File: src/verilog/dpg_pkg.sv
// Package for the dual port GPIO block: register offsets, resets, fields.
// Assumes a plain address/strobe register port with 8-bit data.
package dpg_pkg;
    localparam int          DPG_ADDR_W        = 8;
    localparam int          DPG_DATA_W        = 8;
    localparam int          DPG_A_W           = 5;
    localparam int          DPG_B_W           = 8;
    localparam logic [7:0]  DPG_OFF_A_DATA    = 8'h05;
    localparam logic [7:0]  DPG_OFF_B_DATA    = 8'h06;
    localparam logic [7:0]  DPG_OFF_INTCTL    = 8'h0B;
    localparam logic [7:0]  DPG_OFF_CMPCTL    = 8'h1F;
    localparam logic [7:0]  DPG_OFF_OPTION    = 8'h81;
    localparam logic [7:0]  DPG_OFF_A_DIR     = 8'h85;
    localparam logic [7:0]  DPG_OFF_B_DIR     = 8'h86;
    localparam logic [7:0]  DPG_OFF_INTCTL_HI = 8'h8B;
    localparam logic [7:0]  DPG_RST_OPTION    = 8'hFF;
    localparam logic [4:0]  DPG_RST_A_DIR     = 5'h1F;
    localparam logic [7:0]  DPG_RST_B_DIR     = 8'hFF;
    localparam logic [2:0]  DPG_RST_CMPMODE   = 3'h0;
    localparam int          DPG_BIT_PUDIS     = 7;
    localparam int          DPG_BIT_GIE       = 7;
    localparam int          DPG_BIT_CIE       = 3;
    localparam int          DPG_BIT_CIF       = 0;
    localparam int          DPG_BIT_CIS       = 3;
    localparam int          DPG_CHG_LO        = 4;
    localparam int          DPG_PIN_VREF      = 2;
    localparam int          DPG_PIN_C1OUT     = 3;
    localparam int          DPG_PIN_OD        = 4;
    // Comparator modes
    localparam logic [2:0]  DPG_CM_RESET      = 3'h0;
    localparam logic [2:0]  DPG_CM_TWO_OUT    = 3'h6;
    localparam logic [2:0]  DPG_CM_OFF        = 3'h7;
    localparam logic [2:0]  DPG_CM_MUX_ONE    = 3'h1;
    localparam logic [2:0]  DPG_CM_MUX_TWO    = 3'h2;
    localparam logic [2:0]  DPG_CM_ONE_PAIR   = 3'h5;
    // Analog pin maps, one bit per first-port pin
    localparam logic [4:0]  DPG_AN_NONE       = 5'h00;
    localparam logic [4:0]  DPG_AN_PAIR       = 5'h03;
    localparam logic [4:0]  DPG_AN_LOW3       = 5'h07;
    localparam logic [4:0]  DPG_AN_HIGH3      = 5'h0E;
    localparam logic [4:0]  DPG_AN_ALL        = 5'h0F;
endpackage

File: src/verilog/dpg_gpio.sv
// Dual port GPIO with change detection on the upper second-port pins.
// Assumes pins are synchronous to i_clk_sys and comparator results are
// provided by an outside comparator block.
//
// Our own choice: the address-and-strobe port.
`timescale 1ns/100ps
`default_nettype none

// Functional notes
// - First port has five latch bits, directions
// - Direction one floats pin, zero drives latch
// - Data read returns pins, write hits latch
// - Writes modify sampled pins, then store
// - Analog-selected first-port pins read zero
// - Reset makes all first-port pins inputs
// - Direction still gates drivers in analog use
// - Comparator outputs drive only if directions clear
// - Pin 4 open drain, feeds timer clock
// - Upper three first-port bits read zero
// - Second port eight bits, same direction coding
// - Active-low bit enables all pull-ups
// - Pull-up off when pin is output
// - Pull-ups disabled after reset
// - Only upper input pins detect change
// - Compare against last access, OR sets flag
// - Change detection can wake from sleep
// - Mismatch keeps setting flag until port access
// - Writes land and reads sample at cycle end
// - Interrupt needs change enable and global enable
// - Flag sets regardless of enables
module dpg_gpio
    import dpg_pkg::*;
(
    input  wire logic                  i_clk_sys,
    input  wire logic                  i_rst_n,
    input  wire logic [DPG_ADDR_W-1:0] i_addr,
    input  wire logic [DPG_DATA_W-1:0] i_wdata,
    input  wire logic                  i_wr,
    input  wire logic                  i_rd,
    output logic      [DPG_DATA_W-1:0] o_rdata,
    input  wire logic [DPG_A_W-1:0]    i_a_pin,
    output logic      [DPG_A_W-1:0]    o_a_pin,
    output logic      [DPG_A_W-1:0]    o_a_pin_oe_n,
    input  wire logic [DPG_B_W-1:0]    i_b_pin,
    output logic      [DPG_B_W-1:0]    o_b_pin,
    output logic      [DPG_B_W-1:0]    o_b_pin_oe_n,
    output logic      [DPG_B_W-1:0]    o_b_pullup_en,
    input  wire logic [1:0]            i_cmp_result,
    input  wire logic                  i_vref_out_en,
    output logic                       o_timer_ext_clock_in,
    output logic                       o_change_irq,
    output logic                       o_change_wake
);

    // Widths are tied to the 8-bit register layout
    if (DPG_A_W != 5 || DPG_B_W != 8 || DPG_DATA_W != 8) begin : g_bad_width
        $error("dpg_gpio: port widths are fixed by the register layout");
    end

    logic [DPG_A_W-1:0] a_latch;
    logic [DPG_A_W-1:0] port_a_direction;
    logic [DPG_B_W-1:0] b_latch;
    logic [DPG_B_W-1:0] port_b_direction;
    logic [7:0]         option_config;
    logic [7:0]         interrupt_control_reg;
    logic [3:0]         comparator_control;
    logic [3:0]         b_read_snap;
    logic [7:0]         rdata_q;

    // Address decode
    wire sel_a   = (i_addr == DPG_OFF_A_DATA);
    wire sel_b   = (i_addr == DPG_OFF_B_DATA);
    wire sel_opt = (i_addr == DPG_OFF_OPTION);
    wire sel_ad  = (i_addr == DPG_OFF_A_DIR);
    wire sel_bd  = (i_addr == DPG_OFF_B_DIR);
    wire sel_ic  = (i_addr == DPG_OFF_INTCTL) || (i_addr == DPG_OFF_INTCTL_HI);
    wire sel_cm  = (i_addr == DPG_OFF_CMPCTL);

    // Write enables; strobe and decode meet once here
    wire wr_a    = i_wr & sel_a;
    wire wr_b    = i_wr & sel_b;
    wire wr_opt  = i_wr & sel_opt;
    wire wr_ad   = i_wr & sel_ad;
    wire wr_bd   = i_wr & sel_bd;
    wire wr_ic   = i_wr & sel_ic;
    wire wr_cm   = i_wr & sel_cm;

    // Analog input selection per comparator mode
    wire [2:0] cm_mode  = comparator_control[2:0];
    wire       cm_cis   = comparator_control[DPG_BIT_CIS];
    logic [DPG_A_W-1:0] analog_sel;
    always_comb begin
        case (cm_mode)
            DPG_CM_OFF:      analog_sel = DPG_AN_NONE;
            DPG_CM_ONE_PAIR: analog_sel = DPG_AN_PAIR;
            DPG_CM_MUX_ONE:  analog_sel = cm_cis ? DPG_AN_HIGH3 : DPG_AN_LOW3;
            DPG_CM_MUX_TWO:  analog_sel = DPG_AN_ALL;
            default:         analog_sel = DPG_AN_ALL;
        endcase
    end

    wire [DPG_A_W-1:0] a_read  = i_a_pin & ~analog_sel;
    wire [7:0]         a_read8 = {3'h0, a_read};
    wire [7:0]         b_read8 = i_b_pin;

    // Read-modify-write: incoming data is the modified value of sampled pins
    wire [DPG_A_W-1:0] next_a_latch = i_wdata[DPG_A_W-1:0];

    // Change detection
    wire [3:0] b_hi_in   = i_b_pin[DPG_B_W-1:DPG_CHG_LO];
    wire [3:0] b_hi_dirs = port_b_direction[DPG_B_W-1:DPG_CHG_LO];
    wire [3:0] mismatch  = (b_hi_in ^ b_read_snap) & b_hi_dirs;
    wire       chg_evt   = |mismatch;
    wire       b_access  = sel_b & (i_rd | i_wr);

    wire [7:0] next_intctl_w = i_wdata;
    wire       next_flag = chg_evt | (wr_ic ? next_intctl_w[DPG_BIT_CIF]
                                            : interrupt_control_reg[DPG_BIT_CIF]);

    // Read data mux
    logic [7:0] next_rdata;
    always_comb begin
        if (sel_a) begin
            next_rdata = a_read8;
        end else if (sel_b) begin
            next_rdata = b_read8;
        end else if (sel_opt) begin
            next_rdata = option_config;
        end else if (sel_ad) begin
            next_rdata = {3'h0, port_a_direction};
        end else if (sel_bd) begin
            next_rdata = port_b_direction;
        end else if (sel_ic) begin
            next_rdata = interrupt_control_reg;
        end else if (sel_cm) begin
            next_rdata = {i_cmp_result, 2'h0, comparator_control};
        end else begin
            next_rdata = 8'h00;
        end
    end

    // Registers; a write lands at the edge closing its cycle
    always_ff @(posedge i_clk_sys or negedge i_rst_n) begin
        if (!i_rst_n) begin
            a_latch               <= 5'h00;
            b_latch               <= 8'h00;
            port_a_direction      <= DPG_RST_A_DIR;
            port_b_direction      <= DPG_RST_B_DIR;
            option_config         <= DPG_RST_OPTION;
            comparator_control    <= {1'b0, DPG_RST_CMPMODE};
            interrupt_control_reg <= 8'h00;
        end else begin
            if (wr_a) a_latch <= next_a_latch;
            if (wr_b) b_latch <= i_wdata;
            if (wr_ad) port_a_direction <= i_wdata[DPG_A_W-1:0];
            if (wr_bd) port_b_direction <= i_wdata;
            if (wr_opt) option_config <= i_wdata;
            if (wr_cm) comparator_control <= i_wdata[3:0];
            if (wr_ic) interrupt_control_reg <= next_intctl_w;
            // Set wins over a same-cycle clear
            interrupt_control_reg[DPG_BIT_CIF] <= next_flag;
        end
    end

    // Snapshot of the upper pins on every second-port access
    always_ff @(posedge i_clk_sys or negedge i_rst_n) begin
        if (!i_rst_n) begin
            b_read_snap <= 4'h0;
        end else if (b_access) begin
            b_read_snap <= b_hi_in;
        end
    end

    always_ff @(posedge i_clk_sys or negedge i_rst_n) begin
        if (!i_rst_n) begin
            rdata_q <= 8'h00;
        end else if (i_rd) begin
            rdata_q <= next_rdata;
        end else begin
            rdata_q <= 8'h00;
        end
    end
    assign o_rdata = rdata_q;

    // Pin drive; comparator outputs need both directions cleared
    wire cmp_out_mode = (cm_mode == DPG_CM_TWO_OUT) &&
                        (port_a_direction[DPG_PIN_OD:DPG_PIN_C1OUT] == 2'b00);
    logic [DPG_A_W-1:0] next_a_val;
    logic [DPG_A_W-1:0] next_a_oe_n;
    always_comb begin
        next_a_val  = a_latch;
        next_a_oe_n = port_a_direction;
        if (cmp_out_mode) begin
            next_a_val[DPG_PIN_C1OUT] = i_cmp_result[0];
            next_a_val[DPG_PIN_OD]    = i_cmp_result[1];
        end
        if (i_vref_out_en) begin
            next_a_oe_n[DPG_PIN_VREF] = 1'b1;
        end
        // Open drain: only low is driven
        next_a_oe_n[DPG_PIN_OD] = next_a_oe_n[DPG_PIN_OD] | next_a_val[DPG_PIN_OD];
        next_a_val[DPG_PIN_OD]  = 1'b0;
    end

    wire [DPG_B_W-1:0] next_pullup = port_b_direction &
                                     {DPG_B_W{~option_config[DPG_BIT_PUDIS]}};
    wire next_irq = interrupt_control_reg[DPG_BIT_CIF] &
                    interrupt_control_reg[DPG_BIT_CIE] &
                    interrupt_control_reg[DPG_BIT_GIE];

    always_ff @(posedge i_clk_sys or negedge i_rst_n) begin
        if (!i_rst_n) begin
            o_a_pin              <= 5'h00;
            o_a_pin_oe_n         <= DPG_RST_A_DIR;
            o_b_pin              <= 8'h00;
            o_b_pin_oe_n         <= DPG_RST_B_DIR;
            o_b_pullup_en        <= 8'h00;
            o_timer_ext_clock_in <= 1'b0;
            o_change_irq         <= 1'b0;
            o_change_wake        <= 1'b0;
        end else begin
            o_a_pin              <= next_a_val;
            o_a_pin_oe_n         <= next_a_oe_n;
            o_b_pin              <= b_latch;
            o_b_pin_oe_n         <= port_b_direction;
            o_b_pullup_en        <= next_pullup;
            o_timer_ext_clock_in <= i_a_pin[DPG_PIN_OD];
            o_change_irq         <= next_irq;
            // Wake ignores the global enable, only the change enable
            o_change_wake        <= interrupt_control_reg[DPG_BIT_CIF] &
                                    interrupt_control_reg[DPG_BIT_CIE];
        end
    end

    // Checks watch internal registers as well as pins
    a_flag_set_on_mismatch: assert property (@(posedge i_clk_sys) disable iff (!i_rst_n)
        chg_evt |=> interrupt_control_reg[DPG_BIT_CIF])
        else $error("change flag not set after mismatch");

    a_irq_needs_enables: assert property (@(posedge i_clk_sys) disable iff (!i_rst_n)
        o_change_irq |-> $past(interrupt_control_reg[DPG_BIT_GIE] &
                               interrupt_control_reg[DPG_BIT_CIE]))
        else $error("irq without enables");

    a_pullup_off_output: assert property (@(posedge i_clk_sys) disable iff (!i_rst_n)
        ##1 (o_b_pullup_en & ~$past(port_b_direction)) == 8'h00)
        else $error("pull-up on an output pin");

    a_a_read_analog_zero: assert property (@(posedge i_clk_sys) disable iff (!i_rst_n)
        (i_rd && sel_a) |=> (o_rdata[DPG_A_W-1:0] & $past(analog_sel)) == 5'h00)
        else $error("analog pin read nonzero");

    a_a_read_upper_zero: assert property (@(posedge i_clk_sys) disable iff (!i_rst_n)
        (i_rd && (sel_a || sel_ad)) |=> o_rdata[7:5] == 3'h0)
        else $error("upper bits nonzero");

    a_od_pin_no_high: assert property (@(posedge i_clk_sys) disable iff (!i_rst_n)
        !o_a_pin_oe_n[DPG_PIN_OD] |-> !o_a_pin[DPG_PIN_OD])
        else $error("open-drain pin driven high");

    a_b_read_pins: assert property (@(posedge i_clk_sys) disable iff (!i_rst_n)
        (i_rd && sel_b) |=> o_rdata == $past(i_b_pin))
        else $error("port b read not pins");

    a_snap_ends_mismatch: assert property (@(posedge i_clk_sys) disable iff (!i_rst_n)
        b_access |=> b_read_snap == $past(b_hi_in))
        else $error("snapshot not taken");

    // Pin 2 left out: the reference output may float it
    a_a_dir_drive: assert property (@(posedge i_clk_sys) disable iff (!i_rst_n)
        ##1 (o_a_pin_oe_n[DPG_PIN_VREF-1:0] == $past(port_a_direction[DPG_PIN_VREF-1:0])))
        else $error("direction not applied");

    a_vref_pin_off: assert property (@(posedge i_clk_sys) disable iff (!i_rst_n)
        i_vref_out_en |=> o_a_pin_oe_n[DPG_PIN_VREF])
        else $error("reference pin driven");

    a_cmp_pin_dir: assert property (@(posedge i_clk_sys) disable iff (!i_rst_n)
        ##1 (o_a_pin_oe_n[DPG_PIN_C1OUT] == $past(port_a_direction[DPG_PIN_C1OUT])))
        else $error("pin 3 direction not applied");

    a_cmp_out_gated: assert property (@(posedge i_clk_sys) disable iff (!i_rst_n)
        !cmp_out_mode |=> o_a_pin[DPG_PIN_C1OUT] == $past(a_latch[DPG_PIN_C1OUT]))
        else $error("comparator drives without cleared directions");

    a_cmp_out_drive: assert property (@(posedge i_clk_sys) disable iff (!i_rst_n)
        cmp_out_mode |=> o_a_pin[DPG_PIN_C1OUT] == $past(i_cmp_result[0]))
        else $error("comparator result not on pin 3");

    a_tmr_clk_copy: assert property (@(posedge i_clk_sys) disable iff (!i_rst_n)
        ##1 (o_timer_ext_clock_in == $past(i_a_pin[DPG_PIN_OD])))
        else $error("timer clock not pin 4");

    a_flag_clear_write: assert property (@(posedge i_clk_sys) disable iff (!i_rst_n)
        (wr_ic && !i_wdata[DPG_BIT_CIF] && !chg_evt) |=> !interrupt_control_reg[DPG_BIT_CIF])
        else $error("change flag not cleared");

    a_flag_hold: assert property (@(posedge i_clk_sys) disable iff (!i_rst_n)
        (!chg_evt && !wr_ic) |=> $stable(interrupt_control_reg[DPG_BIT_CIF]))
        else $error("change flag moved without cause");

    a_irq_follows: assert property (@(posedge i_clk_sys) disable iff (!i_rst_n)
        ##1 (o_change_irq == $past(interrupt_control_reg[DPG_BIT_CIF] &
                                   interrupt_control_reg[DPG_BIT_CIE] &
                                   interrupt_control_reg[DPG_BIT_GIE])))
        else $error("irq not following flag and enables");

    a_wake_follows: assert property (@(posedge i_clk_sys) disable iff (!i_rst_n)
        ##1 (o_change_wake == $past(interrupt_control_reg[DPG_BIT_CIF] &
                                    interrupt_control_reg[DPG_BIT_CIE])))
        else $error("wake not following flag and enable");

    a_a_latch_write: assert property (@(posedge i_clk_sys) disable iff (!i_rst_n)
        wr_a |=> a_latch == $past(i_wdata[DPG_A_W-1:0]))
        else $error("first port latch not written");

    a_a_dir_write: assert property (@(posedge i_clk_sys) disable iff (!i_rst_n)
        wr_ad |=> port_a_direction == $past(i_wdata[DPG_A_W-1:0]))
        else $error("first port direction not written");

    a_b_latch_write: assert property (@(posedge i_clk_sys) disable iff (!i_rst_n)
        wr_b |=> b_latch == $past(i_wdata))
        else $error("second port latch not written");

    a_b_dir_write: assert property (@(posedge i_clk_sys) disable iff (!i_rst_n)
        wr_bd |=> port_b_direction == $past(i_wdata))
        else $error("second port direction not written");

    a_b_oe_follows: assert property (@(posedge i_clk_sys) disable iff (!i_rst_n)
        ##1 (o_b_pin_oe_n == $past(port_b_direction)))
        else $error("second port enables not direction");

    a_b_pin_latch: assert property (@(posedge i_clk_sys) disable iff (!i_rst_n)
        ##1 (o_b_pin == $past(b_latch)))
        else $error("second port drive not latch");

    a_rdata_idle_zero: assert property (@(posedge i_clk_sys) disable iff (!i_rst_n)
        !i_rd |=> o_rdata == 8'h00)
        else $error("read data outside read cycle");

    a_pullup_global_off: assert property (@(posedge i_clk_sys) disable iff (!i_rst_n)
        option_config[DPG_BIT_PUDIS] |=> o_b_pullup_en == 8'h00)
        else $error("pull-up on while disabled");

    a_out_pins_excluded: assert property (@(posedge i_clk_sys) disable iff (!i_rst_n)
        (b_hi_dirs == 4'h0) |-> !chg_evt)
        else $error("output pin took part in change detection");

endmodule

`default_nettype wire

File: config.mk
export PLATFORM = sky130hd
export DESIGN_NAME = dpg_gpio
export DESIGN_NICKNAME = d
export VERILOG_FILES = /design/src/verilog/dpg_pkg.sv /design/src/verilog/dpg_gpio.sv
export SDC_FILE = /design/constraint.sdc
export NUM_CORES = 1
export LEC_CHECK = 0
export ABC_AREA = 1
export BUFFER_PORTS_ARGS = -buffer_cell sky130_fd_sc_hd__buf_2
export CORE_MARGIN = 3
export CORE_UTILIZATION = 54
export CTS_CLUSTER_DIAMETER = 50
export CTS_CLUSTER_SIZE = 10
export DETAILED_ROUTE_END_ITERATION = 6
export HOLD_SLACK_MARGIN = 0.08
export PLACE_DENSITY = 0.79
export SLEW_MARGIN = 20
export SYNTH_ARGS = -nofsm -noshare
export SYNTH_HDL_FRONTEND = slang
export SYNTH_SLANG_ARGS = --single-unit
File: constraint.sdc
create_clock -name i_clk_sys -period 1.2 [get_ports i_clk_sys]
set_input_delay 0.24 -clock i_clk_sys [delete_from_list [all_inputs] [get_ports i_clk_sys]]
set_output_delay 0.24 -clock i_clk_sys [all_outputs]
set_load 0.005 [all_outputs]
# Word-level counts from Yosys, hierarchy flattened
# Index checks and enable logic that the tools add are counted.
dict set report word_totals {
  ff_bits 94
  latchBits 0
  ram_bits 0
  romBits 0
  in_bits 36
  output_inout_bits 45
  wordCells 66
  n_memories 0
}
dict set report classes {
  addsub 0
  multipliers 0
  div 0
  order_cmp 0
  n_eq_ne 12
  shift 0
  muxes 13
  bitwise_logic 19
  reduce_logical 4
}
# operator n
set ops {}
lappend ops {{8-bit 2-to-1 mux} 8}
lappend ops {{8-bit equality test (second input constant)} 4}
lappend ops {{8-bit by 3-bit equality test with 1-bit output (second input constant)} 2}
lappend ops {{4-bit one-hot mux with 3 select lines} 1}
lappend ops {{1-bit AND} 10}
lappend ops {{3-bit equality test (second input constant)} 3}
lappend ops {{8-bit AND} 1}
lappend ops {{8-bit by 4-bit equality test with 1-bit output (second input constant)} 1}
lappend ops {{8-bit by 5-bit equality test with 1-bit output (second input constant)} 1}
lappend ops {{5-bit AND} 1}
lappend ops {{5-bit NOT} 1}
lappend ops {{4-bit AND} 1}
lappend ops {{4-bit 2-to-1 mux} 1}
lappend ops {{4-bit OR reduction} 1}
lappend ops {{4-bit XOR} 1}
lappend ops {{3-bit by 1-bit equality test with 1-bit output (second input constant)} 1}
lappend ops {{1-bit bitwise OR} 3}
lappend ops {{2-bit zero test} 1}
lappend ops {{1-bit 2-to-1 mux} 2}
lappend ops {{2-bit 2-to-1 mux} 1}
lappend ops {{1-bit logical AND} 1}
lappend ops {{1-bit logical OR} 1}
lappend ops {{1-bit NOT} 1}

# Logic depth before layout (Yosys ltp)
dict set report logic_depth {
  word_depth 9
  depth_mapped 11
}

# Least setup slack after synthesis
# OpenSTA, ideal clock, no wires.
dict set report synth_timing {
  kind {in2reg}
  start {input port i_addr[1]}
  end {register option_config[6]}
  setup_ns 0.078
  arrival_ns 1.126
  t_required_ns 1.122
  slack_ns -0.004
  path_stages 9
  n_path_buf 2
  cell_sequence {inv_1 -> nand2_1 -> nor3_1 -> and2_1 -> buf_6 -> nand2_4 -> buf_6 -> nand2_1 -> o21ai_2}
}
dict set report synth_via {
  elab_chain_len 2
}
# element line_no
set synth_rtl {}
lappend synth_rtl {{from (decl)} dpg_gpio.sv:36} ;# input wire logic [DPG_ADDR_W-1:0] i_addr,
lappend synth_rtl {{8-bit equality test} dpg_gpio.sv:73} ;# wire sel_opt = (i_addr == DPG_OFF_OPTION);
lappend synth_rtl {{1-bit AND} dpg_gpio.sv:82} ;# wire wr_opt = i_wr & sel_opt;
lappend synth_rtl {{to (signal assigned)} dpg_gpio.sv:157} ;# if (wr_opt) option_config <= i_wdata;
lappend synth_rtl {{to (decl)} dpg_gpio.sv:64} ;# logic [7:0] option_config;
# Every way passes these cells.
# A chain may end at the register's enable or synchronous reset.

# Worst setup path in the final report
dict set report layout_timing {
  start {register o_a_pin_oe_n[2]}
  end {output port o_a_pin_oe_n[2]}
}
# element line_no
set layout_lines {}
lappend layout_lines {{from (decl)} dpg_gpio.sv:43} ;# output logic [DPG_A_W-1:0] o_a_pin_oe_n,
lappend layout_lines {{from (signal assigned)} dpg_gpio.sv:223} ;# o_a_pin_oe_n <= next_a_oe_n;
# No word-level cell between the ends.

==> results.ini <==
[cells_and_area]
filler_cell_count=545
layout.cells.most_common=nand2_1
fin_util_pct=71.16
final_cell_mix=nand2_1 (108), buf_2 (74), dfrtp_1 (59)
multiInputGateArea_mm2=0.001338
finalInstanceArea_mm2=0.004969
area_growth_pct=24.76
seqCellArea_mm2=0.002396
antennaDiodeCount=0
num-nets-final=575
drive_above_1_share_pct=37.32

[power_and_ir_drop]
power_leakage_nw=2.656
p_per_area_mw_per_mm2=1241
peakVddDrop_uv=667.3
power_mw=6.165

[sta]
setup-violations-final=13
worst_hold_slack_ns=0.1147
hold_violations=0
skew_ns=0.01316
post-route-min-period_ns=1.214
fin_ws_ns=-0.01359
fmax_mhz=824.0
finalCritPeriodShare_pct=101.1
drv_slew=0
rsz0062_at_grt=yes

[clock_tree]
cts_made_buffers=9
cts-root-buf=clkbuf_8
htree_levels=3
cts_buffer_depth=2
clk_latency_ns=0.35
clock_sinks=94
cts_tree=yes
clkSlewWorstSetupHoldPaths_ns=0.09

[yosys]
synth_compound_area_share_pct=11.15
yosysSeqAreaShare_pct=60.13
synth-simple-area-share_pct=20.55
synth_mux_area_share_pct=0
syn_area_mm2=0.003983
ys_ff_latch=94
synthXorXnorAreaFrac_pct=0.2199
synth_nets=462
yosys.area_share.adder_pct=0
ys_types=32
synth_area_per_cell_um2=9.349
postSynthCellCount=426
yosysWarningCount=0
synth_top_family_by_area=simple AND/OR/NAND/NOR gates

[floorplanning]
die-area_mm2=0.008442
initial_core_util_pct=57.04
die_h_um=91.88
top_level_ports=81
num_rows=30
die_w_um=91.88
core_mm2=0.006982

[critical_path]
crit_type=flop to output pin
arrival_ns=0.97
cpPeakStageDelay_ns=0.54
path_cells=buf_6
crit_path_top_delay_cell=dfstp_2
path_buf_inv=1
crit_path_start_kind=flop
crit_path_end_kind=output pin
critPathMaxFanout=1
crit_family=flip-flops
cp.required_ns=0.96

[drt]
drt-initial-drc-count=244
vias=3290
drtAntennaViolNets=0
finalWirelength_mm=9.599
wire_per_inst_um=15.00
drc=0
viasPerCell=5.141
drt_pass1_iterations=5

[outcome]
status=finished with violations
violations=negative setup slack

[grt]
grt_pass1_vias=3070
grt_usage_pct=23.64
grt_pass1_wl_mm=15.48
antenna_found_initial=0
grt_max_degree=63
grt_overflow=0

[place]
port_buffers=79
place_area_mm2=0.004622
gp_congestion=0.9541
dp_hpwl_mm=7.129

[min_path]
min_path_type=input port to flop

[run]
cap_viol_max_count=0

report_power, final:
group,switching [mW],internal (mW)
Combinational,0.366,0.260
Sequential,0.0956,3.37
Clock,1.04,1.03
Total,1.50,4.66
Yosys cell counts (all sizes together):
cell type  instances  area (um2)
nand2            121       496.7
o21ai             67       387.9
inv               61       231.5
dfrtp             60        1501
dfstp             34       893.4
nor2              32       142.6
nand3             15       75.07
buf                6       63.81
nand4              6       37.54
a21oi              5       25.02
or2                4       25.03
nor3               3       15.01
and3               2       12.51
clkbuf             2       17.51
o211ai             2       15.01
a211oi             1       7.510
and2               1       6.260
conb               1       3.750
nand3b             1       7.510
o2111ai            1       8.760
xnor2              1       8.760
timing repair:
item / in CTS / in global routing
endpoints found under the setup margin: 14 / 33
gates resized for setup: 3 / 24
buffers inserted: 0 / 5
hold buffers: 3 / 0
pin swaps: 0 / 5
endpoints found under the hold margin: 70 / 0
layer usage:
layer	wire length (um)	vias to the layer above	track usage [%]
met4	134	0	7.921
met2	4547	139	36.62
li1	-	1570	-
met1	4147	1565	33.04
met5	0	-	0
met3	769	16	5.496
cells by family (layout without fill, tap and decap cells):
group | count (synthesis) | after routing
flops | 94 | 94
buf+inv | 69 | 187
xor+xnor | 1 | 1
other cells | 1 | 1
compound gates | 76 | 76
simple gates | 185 | 185
metrics by stage:
stage	setup WS [ns]	setup TNS (ns)	instances
finish	-0.01359	-0.1096	640
global route	-0.05773	-0.6765	640
CTS	-0.03340	-0.2884	635
detailed placement	-0.3158	-12.12	616
global placement	-0.3432	-11.11	616
floorplan	-0.003967	-0.01205	426
layout make-up:
class | count | share of cell area [%]
clock buffer | 13 | 2.997
clock inverter | 3 | 0.9318
inverter | 61 | 4.659
multi-input combinational | 263 | 26.92
sequential | 94 | 48.22
tap | 96 | 2.418
timing repair buffer | 110 | 13.85
final timing paths:
path | cells after the start | start | endpoint | slack, ns
min in group asynchronous | 3 | i_rst_n | o_b_pullup_en[0] | 0.38
hold / removal | 3 | i_wdata[2] | comparator_control[2] | 0.11
setup / recovery | 1 | o_a_pin_oe_n[2] | o_a_pin_oe_n[2] | -0.01
setup reg to reg | 6 | port_a_direction[4] | o_rdata[4] | 0.04
max in group asynchronous | 3 | i_rst_n | port_a_direction[3] | 0.45
hold reg to reg | 0 | b_latch[6] | o_b_pin[6] | 0.38
(Power assumes the default switching activity.)
